===== src/adcc_regs.vh =====
`ifndef ADCC_REGS_VH
`define ADCC_REGS_VH

// register addresses on the register port
`define ADCC_ADDR_INPUT_SELECT  16'hFF84
`define ADCC_ADDR_MODE          16'hFF80
`define ADCC_ADDR_RESULT        16'hFF81

// reset values
`define ADCC_INPUT_SELECT_RST   4'h0
`define ADCC_MODE_RST           8'h00
`define ADCC_RESULT_RST         8'h00
`define ADCC_SAR_RST            8'h00

// mode register fields
`define ADCC_MODE_ENABLE_BIT    7
`define ADCC_MODE_HWSTART_BIT   6
`define ADCC_MODE_CHAN_MSB      3
`define ADCC_MODE_CHAN_LSB      1

// input select register fields
`define ADCC_COUNT_MSB          3
`define ADCC_COUNT_LSB          0
`define ADCC_UPPER_ZERO         4'h0

// successive approximation constants
`define ADCC_SAR_FIRST_TRIAL    8'h80
`define ADCC_SAR_TOP_INDEX      3'd7
`define ADCC_SAR_LAST_INDEX     3'd0
`define ADCC_SAR_ONE            8'h01

// one approximation step: time in ns, clock period in ns, derived cycle count
`define ADCC_STEP_NS            2000
`define ADCC_CLK_NS             4
`define ADCC_STEP_CYCLES        ((`ADCC_STEP_NS + `ADCC_CLK_NS - 1) / `ADCC_CLK_NS)
`define ADCC_STEP_CNT_W         9
`define ADCC_STEP_CNT_ZERO      9'h000

`endif


===== src/adcc_channel_start_control.v =====
`timescale 1ns/1ps
`include "adcc_regs.vh"

module adcc_channel_start_control (
    // clock and reset
    input  wire        core_clk_i,
    input  wire        nrst_i,
    // register port
    input  wire [15:0] reg_addr_i,
    input  wire [7:0]  reg_wdata_i,
    input  wire        reg_wr_i,
    input  wire        reg_rd_i,
    output reg  [7:0]  reg_rdata_o,
    // trigger and interrupt
    input  wire        external_conversion_trigger_i,
    output reg         conversion_end_interrupt_o,
    // analog front end
    input  wire        comparator_high_i,
    output reg  [7:0]  trial_code_o,
    output reg  [2:0]  analog_channel_o,
    output reg         converter_active_o,
    // shared pin configuration
    input  wire        pullup_option_bit1_i,
    output wire [7:0]  analog_input_enable_o,
    output wire [7:0]  pullup_enable_o
);

    localparam ST_IDLE = 2'd0;
    localparam ST_WAIT = 2'd1;
    localparam ST_CONV = 2'd2;

    reg  [3:0]  analog_channel_count_select;
    reg  [7:0]  converter_mode_register;
    reg  [7:0]  conversion_result_register;
    reg  [7:0]  successive_approx_register;
    reg  [2:0]  bit_index;
    reg  [1:0]  state;
    reg  [`ADCC_STEP_CNT_W-1:0] step_cnt;
    reg         trig_meta;
    reg         trig_sync;
    reg         trig_prev;
    reg         cmp_meta;
    reg         cmp_sync;
    reg  [7:0]  next_sar;
    reg  [7:0]  final_code;

    wire        step_en;
    wire        trig_edge;
    wire        mode_enable;
    wire        mode_hw;
    wire        wr_mode;
    wire [7:0]  bit_mask;
    // reload count at full integer width, cut to the counter width on purpose
    wire [31:0] step_reload;

    assign mode_enable = converter_mode_register[`ADCC_MODE_ENABLE_BIT];
    assign mode_hw     = converter_mode_register[`ADCC_MODE_HWSTART_BIT];
    assign wr_mode     = reg_wr_i && (reg_addr_i == `ADCC_ADDR_MODE);
    assign trig_edge   = trig_sync && !trig_prev;
    assign bit_mask    = `ADCC_SAR_ONE << bit_index;
    assign step_reload = `ADCC_STEP_CYCLES - 1;

    // both pins come from outside the clock domain, two flops before use
    // trig_prev resets low like the idle pin, so no false edge follows reset
    always @(posedge core_clk_i or negedge nrst_i) begin
        if (!nrst_i) begin
            trig_meta <= 1'b0;
            trig_sync <= 1'b0;
            trig_prev <= 1'b0;
            cmp_meta  <= 1'b0;
            cmp_sync  <= 1'b0;
        end else begin
            trig_meta <= external_conversion_trigger_i;
            trig_sync <= trig_meta;
            trig_prev <= trig_sync;
            cmp_meta  <= comparator_high_i;
            cmp_sync  <= cmp_meta;
        end
    end

    // register writes; input select is a byte-wide write, upper nibble dropped
    always @(posedge core_clk_i or negedge nrst_i) begin
        if (!nrst_i) begin
            analog_channel_count_select <= `ADCC_INPUT_SELECT_RST;
            converter_mode_register     <= `ADCC_MODE_RST;
        end else if (reg_wr_i) begin
            if (reg_addr_i == `ADCC_ADDR_INPUT_SELECT)
                analog_channel_count_select <= reg_wdata_i[`ADCC_COUNT_MSB:`ADCC_COUNT_LSB];
            // mode bits 5:4 and 0 are kept for read back but steer nothing here
            if (reg_addr_i == `ADCC_ADDR_MODE)
                converter_mode_register <= reg_wdata_i;
        end
    end

    // read data registered, one cycle after the read strobe; unmapped reads zero
    always @(posedge core_clk_i or negedge nrst_i) begin
        if (!nrst_i) begin
            reg_rdata_o <= 8'h00;
        end else if (reg_rd_i) begin
            case (reg_addr_i)
                `ADCC_ADDR_INPUT_SELECT:
                    reg_rdata_o <= {`ADCC_UPPER_ZERO, analog_channel_count_select};
                `ADCC_ADDR_MODE:   reg_rdata_o <= converter_mode_register;
                `ADCC_ADDR_RESULT: reg_rdata_o <= conversion_result_register;
                default:           reg_rdata_o <= 8'h00;
            endcase
        end
    end

    // per pin: analog when its index is below the count, else port with pull-up option
    genvar g;
    generate
        for (g = 0; g < 8; g = g + 1) begin : g_pin
            assign analog_input_enable_o[g] = (g < analog_channel_count_select);
            assign pullup_enable_o[g] = pullup_option_bit1_i &&
                                        !(g < analog_channel_count_select);
        end
    endgenerate

    // step divider; restarted with each conversion so the first trial gets a full step
    assign step_en = (state == ST_CONV) && (step_cnt == `ADCC_STEP_CNT_ZERO);

    always @(posedge core_clk_i or negedge nrst_i) begin
        if (!nrst_i)
            step_cnt <= `ADCC_STEP_CNT_ZERO;
        else if (state != ST_CONV || step_en)
            step_cnt <= step_reload[`ADCC_STEP_CNT_W-1:0];
        else
            step_cnt <= step_cnt - 1'b1;
    end

    // keep the decided bit, then try the next lower one
    always @* begin
        final_code = (successive_approx_register & ~bit_mask) |
                     (cmp_sync ? bit_mask : 8'h00);
        next_sar   = final_code | (bit_mask >> 1);
    end

    // conversion sequencer; a mode write restarts so the new setting takes effect
    always @(posedge core_clk_i or negedge nrst_i) begin
        if (!nrst_i) begin
            state                      <= ST_IDLE;
            successive_approx_register <= `ADCC_SAR_RST;
            bit_index                  <= `ADCC_SAR_TOP_INDEX;
            conversion_result_register <= `ADCC_RESULT_RST;
            conversion_end_interrupt_o <= 1'b0;
        end else begin
            conversion_end_interrupt_o <= 1'b0;
            if (!mode_enable) begin
                state <= ST_IDLE;
            end else if (wr_mode) begin
                state <= ST_IDLE;
            end else begin
                case (state)
                    ST_IDLE: begin
                        if (mode_hw) begin
                            state <= ST_WAIT;
                        end else begin
                            state                      <= ST_CONV;
                            successive_approx_register <= `ADCC_SAR_FIRST_TRIAL;
                            bit_index                  <= `ADCC_SAR_TOP_INDEX;
                        end
                    end
                    ST_WAIT: begin
                        // edges seen while converting are dropped; only a new one here counts
                        if (trig_edge) begin
                            state                      <= ST_CONV;
                            successive_approx_register <= `ADCC_SAR_FIRST_TRIAL;
                            bit_index                  <= `ADCC_SAR_TOP_INDEX;
                        end
                    end
                    ST_CONV: begin
                        // compare result is three cycles old here, well inside one step
                        if (step_en) begin
                            if (bit_index == `ADCC_SAR_LAST_INDEX) begin
                                conversion_result_register <= final_code;
                                conversion_end_interrupt_o <= 1'b1;
                                if (mode_hw) begin
                                    state <= ST_WAIT;
                                end else begin
                                    successive_approx_register <= `ADCC_SAR_FIRST_TRIAL;
                                    bit_index <= `ADCC_SAR_TOP_INDEX;
                                end
                            end else begin
                                successive_approx_register <= next_sar;
                                bit_index <= bit_index - 1'b1;
                            end
                        end
                    end
                    default: state <= ST_IDLE;
                endcase
            end
        end
    end

    // analog side outputs from flops
    always @(posedge core_clk_i or negedge nrst_i) begin
        if (!nrst_i) begin
            trial_code_o       <= `ADCC_SAR_RST;
            analog_channel_o   <= 3'd0;
            converter_active_o <= 1'b0;
        end else begin
            trial_code_o       <= successive_approx_register;
            analog_channel_o   <= converter_mode_register[`ADCC_MODE_CHAN_MSB:`ADCC_MODE_CHAN_LSB];
            converter_active_o <= mode_enable;
        end
    end

endmodule


===== config.mk =====
export PLATFORM = sky130hd
export DESIGN_NAME = adcc_channel_start_control
export DESIGN_NICKNAME = d
export VERILOG_FILES = /design/src/adcc_channel_start_control.v
export VERILOG_INCLUDE_DIRS = /design/src
export SDC_FILE = /design/constraint.sdc
export NUM_CORES = 1
export LEC_CHECK = 0
export BUFFER_PORTS_ARGS = -buffer_cell sky130_fd_sc_hd__buf_2
export CAP_MARGIN = 20
export CORE_MARGIN = 4
export CORE_UTILIZATION = 49
export CTS_CLUSTER_SIZE = 28
export DETAILED_ROUTE_END_ITERATION = 16
export PLACE_DENSITY = 0.83
export SETUP_SLACK_MARGIN = 0.3
export SYNTH_ARGS = -nofsm -noshare
export SYNTH_HDL_FRONTEND = slang
export SYNTH_SLANG_ARGS = --single-unit

===== constraint.sdc =====
create_clock -name core_clk_i -period 2.3 [get_ports core_clk_i]
set_clock_uncertainty 0.2 [all_clocks]
set_input_delay 0.115 -clock core_clk_i [delete_from_list [all_inputs] [get_ports core_clk_i]]
set_output_delay 0.115 -clock core_clk_i [all_outputs]
set_load 0.02 [all_outputs]

==> impl_metrics.json, run 1 <==
{
  "status": "complete, but fails checks",
  "failed_checks": "setup timing",
  "layout-drive-gt1-share_pct": 31.52,
  "holdCritPathClass": "input port to flip-flop",
  "yosysTopAreaCell": "dfrtp_1",
  "place_inst": 481,
  "pwr-share-seq_pct": 52.9,
  "synth_edf_count": 0,
  "syn2layout_area_growth_pct": 29.25,
  "layout_commonest_cell": "buf_2",
  "path_max_fanout": 7,
  "path_cells": "inv_1, ha_2, or4b_4, o21ai_4, and4b_1, buf_6, nand4_1, o221a_1",
  "stdcell_count": 518,
  "grt_pass1_vias": 2902,
  "wirelength_mm": 7.899,
  "maxSlewHeadroom_pct": 60.57,
  "cts_tree": "built",
  "crit_buf_inv": 2,
  "rsz0062_at_grt": "true",
  "cts_buffers": 9,
  "syn_nets": 372,
  "ys_seq_elements": 68,
  "cp.depth": 8,
  "dp_slack_ps": -17.44,
  "io_pins": 68,
  "vias": 2907,
  "track_usage_pct": 19.96,
  "start_kind": "flip-flop",
  "post-route-util_pct": 66.90,
  "synth.distinct_cells": 60,
  "dieArea_sq_mm": 0.008250,
  "portBuffers": 67,
  "synth_warnings": 0,
  "htree_levels": 3,
  "initial_core_util_pct": 51.76,
  "ys_top_cells_by_area": "dfrtp_1 (48%), nand2_1 (5.2%), mux2i_1 (4.5%)",
  "synth_area_per_cell_sq_um": 10.16,
  "finalCritPeriodShare_pct": 101.6,
  "syn_inst": 331,
  "clock_power_share_pct": 42.3,
  "crit_required_ps": 2330,
  "drv_cap": 0,
  "grt_max_degree": 28,
  "clk_pin_slew_worst_paths_ps": 70,
  "fmax_mhz": 427.7,
  "synthArstFlopShare_pct": 100.0,
  "grt_pass1_wl_mm": 13.29,
  "n_fill_cell": 493,
  "cp-end-kind": "flip-flop",
  "num-nets-final": 477,
  "cts-root-buf": "clkbuf_8",
  "fin_crit_ps": 2338,
  "swShare_pct": 22.98,
  "peakVddDrop_uv": 451.5,
  "netlist_area_sq_mm": 0.003362,
  "critPathMaxStageDelay_ps": 500,
  "gp_congestion": 0.8846,
  "finalSetupTns_ps": -37.92,
  "die_h_um": 90.83,
  "whs_ps": 10.15,
  "hold_viol_final": 0,
  "synth_ff_type": "dfrtp_1",
  "overflow": 0,
  "leakagePower_nw": 2.190,
  "cp_slowest_cell": "or4b_4",
  "wl_per_cell_um": 15.25,
  "power_switching_mw": 0.5227,
  "post-route-drc-count": 0,
  "ff2ff_path_depth": 8,
  "cp.arrival_ps": 2370,
  "antenna_found_initial": 0,
  "yosysTopAreaCellShare_pct": 48.38,
  "num_rows": 29,
  "min_path_cells": 3,
  "clk_latency_ps": 340,
  "finalSetupViolCount": 1,
  "layout_setup_ws_ps": -37.92,
  "worstSetupPathType": "flip-flop to flip-flop",
  "cts.sinks": 68,
  "drt_first_pass_iters": 5,
  "finalMaxSlewViolations": 0,
  "worst_pin_slew_ps": 591.5,
  "p_int_mw": 1.753,
  "yosysSeqAreaShare_pct": 50.73,
  "crit_family": "simple AND/OR/NAND/NOR gates",
  "final_cell_mix": "buf_2 (67), dfrtp_1 (63), nand2_1 (47)",
  "ant_nets": 0,
  "vias_per_cell": 5.612,
  "powerDensity_mw_per_mm2": 523.6,
  "n_antenna_cell": 0,
  "die_w_um": 90.83,
  "comb_power_share_pct": 4.8,
  "cts_buffer_depth": 2,
  "drt_iter0_markers": 282,
  "total_power_mw": 2.275,
  "hpwl_mm": 5.533,
  "placed_area_sq_mm": 0.003891,
  "core_sq_mm": 0.006495,
  "design_area_sq_mm": 0.004345
}
## final timing paths
check                                 startpoint                                    endpoint  slack [ps]
setup / recovery           step_cnt[1]$_DFF_PN0_   successive_approx_register[7]$_DFFE_PN0P_         -40
hold / removal                          reg_wr_i  analog_channel_count_select[2]$_DFFE_PN0P_          10
max in group asynchronous                 nrst_i  analog_channel_count_select[3]$_DFFE_PN0P_        1050
min in group asynchronous                 nrst_i      converter_mode_register[2]$_DFFE_PN0P_         110
setup reg to reg           step_cnt[1]$_DFF_PN0_   successive_approx_register[7]$_DFFE_PN0P_         -40
hold reg to reg              trig_meta$_DFF_PN0_                         trig_sync$_DFF_PN0_         160
## power by group through the flow
stage / registers, mW / clock network [mW] / logic (mW)
3_5_place_dp: 1.23 / 0 / 0.0936
6_report: 1.20 / 0.961 / 0.109
4_1_cts: 1.20 / 0.982 / 0.110
2_1_floorplan: 1.22 / 0 / 0.0334
3_3_place_gp: 1.23 / 0 / 0.0921
5_1_grt: 1.20 / 1.04 / 0.122
## logic make-up after synthesis
kind of cell	count (synthesis)	synth area share, %
and+or+nand+nor	110	17.27
AOI/OAI and AO/OA	79	16.08
DFF	68	50.73
buffers and inverters	39	4.838
muxes	19	5.806
adders and majority gates	10	3.722
xor gates and xnor gates	6	1.563
## per-layer routing
layer / global-route usage (%) / vias to the layer above / part of all wire, %
met1: 23.50 / 1399 / 40
met5: 0 / - / 0
met2: 34.22 / 110 / 52
li1: - / 1372 / -
met3: 5.833 / 26 / 5.8
met4: 7.915 / 0 / 2.6
## registers in the layout, indices dropped and copies added (netlist names)
name,flops
step_cnt,9
conversion_result_register,8
converter_mode_register,8
reg_rdata_o,8
successive_approx_register,8
trial_code_o,8
analog_channel_count_select,4
analog_channel_o,3
bit_index,3
state,2
cmp_meta,1
cmp_sync,1
conversion_end_interrupt_o,1
converter_active_o,1
trig_meta,1
trig_prev,1
trig_sync,1
## layout make-up
| cell class | instances | area, sq um | area share (%) |
|---|---|---|---|
| clock buffers | 9 | 123.9 | 2.851 |
| clock inverters | 7 | 75.07 | 1.728 |
| inverters | 24 | 90.09 | 2.073 |
| multi-input cells | 224 | 1560 | 35.91 |
| flip-flops and latches | 68 | 1708 | 39.30 |
| well taps | 77 | 96.34 | 2.217 |
| repair buffers | 109 | 691.9 | 15.92 |
## timing repair
item	CTS	global route
pin swaps	9	1
hold buffers	12	0
hold endpoints to repair	46	0
resized for setup	7	8
setup endpoints to repair	22	27
cloned	0	0
buffers inserted	7	2
## worst reg2reg max path, delay by kind of cell, from the launching register on
kind	cells	cell delay, ps
simple gates	3	850
flops	1	380
fa+ha+maj	1	160
compound gates	2	430
buf+inv	2	200
## synthesized netlist by cell type, types with 2 or more instances
library cell and instances:
dfstp_2 3, xor2_1 2, nor2_1 16, inv_1 23, dfrtp_1 65, o21ai_1 11, nor3b_1 2, nand4_1 3
nor3_1 7, xnor2_1 4, or2_2 2, nand3b_1 2, mux2_1 4, mux2i_1 15, nor2b_1 6, nand2b_1 6
nand3_1 2, or3_1 3, a41oi_1 3, o22a_1 3, ha_1 10, buf_4 2, nor4_1 2, a21oi_1 13
a31oi_1 12, nand2_1 47, o22ai_1 5, and4_1 2, a22o_1 4, clkbuf_1 11, a21o_1 2, o211ai_1 2
o21ai_0 10
(Power assumes the default switching activity.)
==> run 2: changes to the inputs <==
--- a/config.mk
+++ b/config.mk
@@ -13,6 +13,7 @@
 export CTS_CLUSTER_SIZE = 28
 export DETAILED_ROUTE_END_ITERATION = 16
 export PLACE_DENSITY = 0.83
+export RECOVER_POWER = 50
 export SETUP_SLACK_MARGIN = 0.3
 export SYNTH_ARGS = -nofsm -noshare
 export SYNTH_HDL_FRONTEND = slang
==> run 2 against run 1 <==
Compared with the run above: the flow still finishes with violations (setup timing); clock-buffer cell count did not move; combinational power hardly changed; non-clock buffer count stayed put; critical path depth did not move; final area shrank 0.78%; first-iteration DRC count fell by 2.5%; largest power group unchanged; critical endpoint unchanged; via count hardly changed; sequential share of layout area rose by 0.31 points; clock power barely moved.
==> impl_metrics.json, run 2 (synthesis gave the netlist of run 1 again) <==
{
  "clk_latency_ps": 340,
  "hold_viol_final": 0,
  "cts_tree": "built",
  "n_fill_cell": 508,
  "fmax_mhz": 428.3,
  "gp_congestion": 0.8846,
  "grt_pass1_vias": 2902,
  "cp.arrival_ps": 2370,
  "num-nets-final": 477,
  "vias": 2906,
  "layout_setup_ws_ps": -34.82,
  "wirelength_mm": 7.952,
  "drv_cap": 0,
  "vias_per_cell": 5.610,
  "post-route-drc-count": 0,
  "multi_input_area_sq_mm": 0.001560,
  "leakagePower_nw": 2.089,
  "clk_pin_slew_worst_paths_ps": 70,
  "crit_family": "simple AND/OR/NAND/NOR gates",
  "initial_core_util_pct": 51.76,
  "drt_first_pass_iters": 5,
  "rsz0062_at_grt": "true",
  "die_h_um": 90.83,
  "critPathMaxStageDelay_ps": 500,
  "largest_reg_flops": 9,
  "failed_checks": "setup timing",
  "htree_levels": 3,
  "powerDensity_mw_per_mm2": 527.2,
  "dp_slack_ps": -17.44,
  "portBuffers": 67,
  "io_pins": 68,
  "final-seq-area_sq_mm": 0.001708,
  "cp-end-kind": "flip-flop",
  "layout_commonest_cell": "dfrtp_1",
  "num_rows": 29,
  "overflow": 0,
  "cp_slowest_cell": "or4b_4",
  "fin_crit_ps": 2335,
  "hpwl_mm": 5.533,
  "cts_buffer_depth": 2,
  "path_cells": "inv_1, ha_2, or4b_4, o21ai_4, and4b_1, buf_6, nand4_1, o221a_1",
  "final_cell_mix": "dfrtp_1 (63), nand2_1 (47), buf_2 (46)",
  "core_sq_mm": 0.006495,
  "cts.sinks": 68,
  "worst_pin_slew_ps": 1409,
  "maxSlewHeadroom_pct": 6.043,
  "antenna_found_initial": 0,
  "finalSetupViolCount": 1,
  "peakVddDrop_uv": 451.5,
  "start_kind": "flip-flop",
  "layout-drive-gt1-share_pct": 26.30,
  "drt_iter0_markers": 275,
  "total_power_mw": 2.273,
  "cts_buffers": 9,
  "finalMaxSlewViolations": 0,
  "n_antenna_cell": 0,
  "top_register": "step_cnt",
  "ant_nets": 0,
  "track_usage_pct": 19.96,
  "cts-root-buf": "clkbuf_8",
  "grt_pass1_wl_mm": 13.29,
  "finalCritPeriodShare_pct": 101.5,
  "holdCritPathClass": "input port to flip-flop",
  "syn2layout_area_growth_pct": 28.25,
  "dieArea_sq_mm": 0.008250,
  "wl_per_cell_um": 15.35,
  "status": "complete, but fails checks",
  "crit_buf_inv": 2,
  "die_w_um": 90.83,
  "path_max_fanout": 7,
  "crit_required_ps": 2330,
  "grt_max_degree": 28,
  "worstSetupPathType": "flip-flop to flip-flop"
}
-- run 2: cell count changes in the layout (fill, tap and decap cells not counted) --
cell      before  now
buf_2         67   46
buf_4         27   25
clkbuf_1       0   23
-- run 2: worst reg2reg max path, delay by kind of cell, from the launching register on --
family / cells / cell delay [ps]
AO/OA/AOI/OAI: 2 / 430
flip-flops: 1 / 380
AND/OR/NAND/NOR: 3 / 850
buffers and inverters: 2 / 200
adder cells (fa/ha/maj): 1 / 160
-- run 2: layout make-up --
cell class	count	area share, %
multi-input combinational	224	36.19
timing repair buffer	109	15.26
inverter	24	2.089
tap	77	2.234
clock inverter	7	1.741
clock buffer	9	2.873
sequential	68	39.61
-- run 2: layer usage --
| layer | GRT usage, % | wire [um] | vias up |
|---|---|---|---|
| li1 | - | - | 1368 |
| met1 | 23.50 | 3089 | 1396 |
| met2 | 34.22 | 4110 | 117 |
| met3 | 5.833 | 543 | 25 |
| met4 | 7.915 | 209 | 0 |
| met5 | 0 | 0 | - |
-- run 2: power breakdown --
group | leakage, nW | internal (mW) | total (mW) | switching (mW)
combinational | 1.10 | 0.0470 | 0.109 | 0.0618
sequential | 0.883 | 1.20 | 1.20 | 0.00470
clock | 0.104 | 0.505 | 0.960 | 0.455
total | 2.09 | 1.75 | 2.27 | 0.521
-- run 2: per-stage QoR --
step | setup TNS [ps] | instance area (sq um) | std cells | util, % | hold WS [ps]
floorplan | -2.441 | 3383 | 331 | - | -380.6
global placement | 0 | 3891 | 481 | 59.91 | -48.51
detailed placement | -46.90 | 3891 | 481 | 59.91 | -49.88
CTS | 0 | 4295 | 516 | 66.13 | 2.504
global route | -762.1 | 4312 | 518 | 66.38 | 18.59
finish | -34.82 | 4312 | 518 | 66.38 | 12.39
-- run 2: what timing repair did --
item	4_1_cts	5_1_grt
hold buffers	12	0
endpoints found under the setup margin	22	27
endpoints found under the hold margin	46	0
pin swaps	9	1
gates resized for setup	7	8
buffers inserted	7	2
-- run 2: path summary, 6_finish.rpt --
kind | startpoint | end | slack (ps) | depth (start not counted)
max | step_cnt[1]$_DFF_PN0_ | successive_approx_register[7]$_DFFE_PN0P_ | -30 | 8
min | reg_wr_i | analog_channel_count_select[2]$_DFFE_PN0P_ | 10 | 3
max reg2reg | step_cnt[1]$_DFF_PN0_ | successive_approx_register[7]$_DFFE_PN0P_ | -30 | 8
min reg2reg | trig_meta$_DFF_PN0_ | trig_sync$_DFF_PN0_ | 160 | 0
max in group asynchronous | nrst_i | successive_approx_register[1]$_DFFE_PN0P_ | 370 | 3
min in group asynchronous | nrst_i | reg_rdata_o[6]$_DFFE_PN0P_ | 430 | 2
==> run 3: changes to the inputs <==
==> constraint.sdc (replaced) <==
create_clock -name core_clk_i -period 2.3 [get_ports core_clk_i]
set_clock_uncertainty 0.2 [all_clocks]
set_input_delay 0.115 -clock core_clk_i [delete_from_list [all_inputs] [get_ports core_clk_i]]
set_output_delay 0.115 -clock core_clk_i [all_outputs]
set_load 0.01 [all_outputs]
==> run 3 against run 2 <==
Compared with the run above: the run still ends with setup timing left; critical path depth stayed put; die area stayed put; core utilization hardly changed; clock power hardly changed; critical path type unchanged; critical endpoint unchanged.
==> impl_metrics.json, run 3 (synthesis gave the netlist of run 1 again) <==
{
  "design_area_sq_mm": 0.004310,
  "powerDensity_mw_per_mm2": 526.6,
  "crit_required_ps": 2330,
  "layout_commonest_cell": "dfrtp_1",
  "peakVddDrop_uv": 451.5,
  "largest_reg_flops": 9,
  "vias": 2906,
  "worstSetupStartpoint": "step_cnt[1]$_DFF_PN0_",
  "cts.sinks": 68,
  "die_w_um": 90.83,
  "placed_area_sq_mm": 0.003891,
  "cp-end-kind": "flip-flop",
  "num_rows": 29,
  "final_cell_mix": "dfrtp_1 (64), nand2_1 (47), buf_2 (46)",
  "drt_first_pass_iters": 5,
  "antenna_found_initial": 0,
  "fmax_mhz": 428.0,
  "whs_ps": 21.38,
  "die_h_um": 90.83,
  "cts_tree": "built",
  "finalSetupViolCount": 1,
  "path_max_fanout": 7,
  "wl_per_cell_um": 15.28,
  "worstSetupPathType": "flip-flop to flip-flop",
  "start_kind": "flip-flop",
  "grt_pass1_wl_mm": 13.29,
  "clk_pin_slew_worst_paths_ps": 70,
  "finalSetupTns_ps": -36.66,
  "stdcell_count": 518,
  "grt_max_degree": 28,
  "finalMaxSlewViolations": 0,
  "failed_checks": "setup timing",
  "grt_pass1_vias": 2902,
  "io_pins": 68,
  "ant_nets": 0,
  "core_sq_mm": 0.006495,
  "layout_setup_ws_ps": -36.66,
  "drt_iter0_markers": 253,
  "maxSlewHeadroom_pct": 4.741,
  "gp_congestion": 0.8846,
  "leakagePower_nw": 2.091,
  "layout-drive-gt1-share_pct": 26.08,
  "cts_buffers": 9,
  "place_inst": 481,
  "dieArea_sq_mm": 0.008250,
  "hpwl_mm": 5.533,
  "r2r_start": "step_cnt[1]$_DFF_PN0_",
  "overflow": 0,
  "track_usage_pct": 19.96,
  "num-nets-final": 477,
  "clk_latency_ps": 350,
  "total_power_mw": 2.270,
  "holdCritPathClass": "input port to flip-flop",
  "post-route-drc-count": 0,
  "cts_buffer_depth": 2,
  "status": "complete, but fails checks",
  "vias_per_cell": 5.610,
  "rsz0062_at_grt": "true",
  "finalCritPeriodShare_pct": 101.6,
  "initial_core_util_pct": 51.76,
  "drv_cap": 0,
  "top_register": "step_cnt",
  "worst_pin_slew_ps": 1429,
  "cp.arrival_ps": 2370,
  "n_antenna_cell": 0,
  "portBuffers": 67,
  "fin_crit_ps": 2337,
  "hold_viol_final": 0,
  "min_from": "reg_wr_i",
  "wirelength_mm": 7.916,
  "htree_levels": 3,
  "syn2layout_area_growth_pct": 28.21,
  "cts-root-buf": "clkbuf_8"
}
run 3: layer usage:
metal	vias to the layer above	track usage [%]	wire, um	share of wire [%]
li1	1368	-	-	-
met4	0	7.915	187	2.4
met2	102	34.22	4110	52
met3	25	5.833	485	6.1
met5	-	0	0	0
met1	1411	23.50	3132	40
run 3: final cells by class:
type / count / area (sq um)
repair buffers: 109 / 658.1
inverters: 24 / 90.09
well taps: 77 / 96.34
clock inverters: 7 / 75.07
flip-flops and latches: 68 / 1707
clock buffers: 9 / 123.9
fillers: 509 / 2185
multi-input cells: 224 / 1560
run 3: power breakdown:
| part | internal [mW] | total, mW | switching, mW | leakage [nW] |
|---|---|---|---|---|
| registers | 1.20 | 1.20 | 0.00467 | 0.884 |
| logic | 0.0470 | 0.103 | 0.0561 | 1.10 |
| clock network | 0.505 | 0.962 | 0.457 | 0.104 |
run 3: critical path, stage by stage, from the launching register on:
cell	delay (ps)
dfrtp_1	380
inv_1	60
ha_2	160
or4b_4	500
o21ai_4	190
and4b_1	230
buf_6	140
nand4_1	120
o221a_1	240
run 3: per-stage QoR:
stage,setup WS [ps],util (%)
after global routing,-154.8,66.36
after detailed placement,-17.44,59.91
after floorplan,-2.441,-
final,-36.66,66.36
after CTS,26.87,66.13
after global placement,29.96,59.91
run 3: timing repair:
action / 4_1_cts / 5_1_grt
buffers inserted: 7 / 2
setup endpoints to repair: 22 / 27
resized for setup: 7 / 7
hold buffers: 12 / 0
pin swaps: 9 / 1
endpoints found under the hold margin: 46 / 0
run 3: final timing paths:
check,end,slack (ps),cells after the start
setup / recovery,successive_approx_register[7]$_DFFE_PN0P_,-40,8
hold / removal,analog_channel_count_select[3]$_DFFE_PN0P_,20,3
setup reg to reg,successive_approx_register[7]$_DFFE_PN0P_,-40,8
hold reg to reg,trig_sync$_DFF_PN0_,160,0
max in group asynchronous,successive_approx_register[1]$_DFFE_PN0P_,360,3
min in group asynchronous,converter_mode_register[1]$_DFFE_PN0P_,430,2
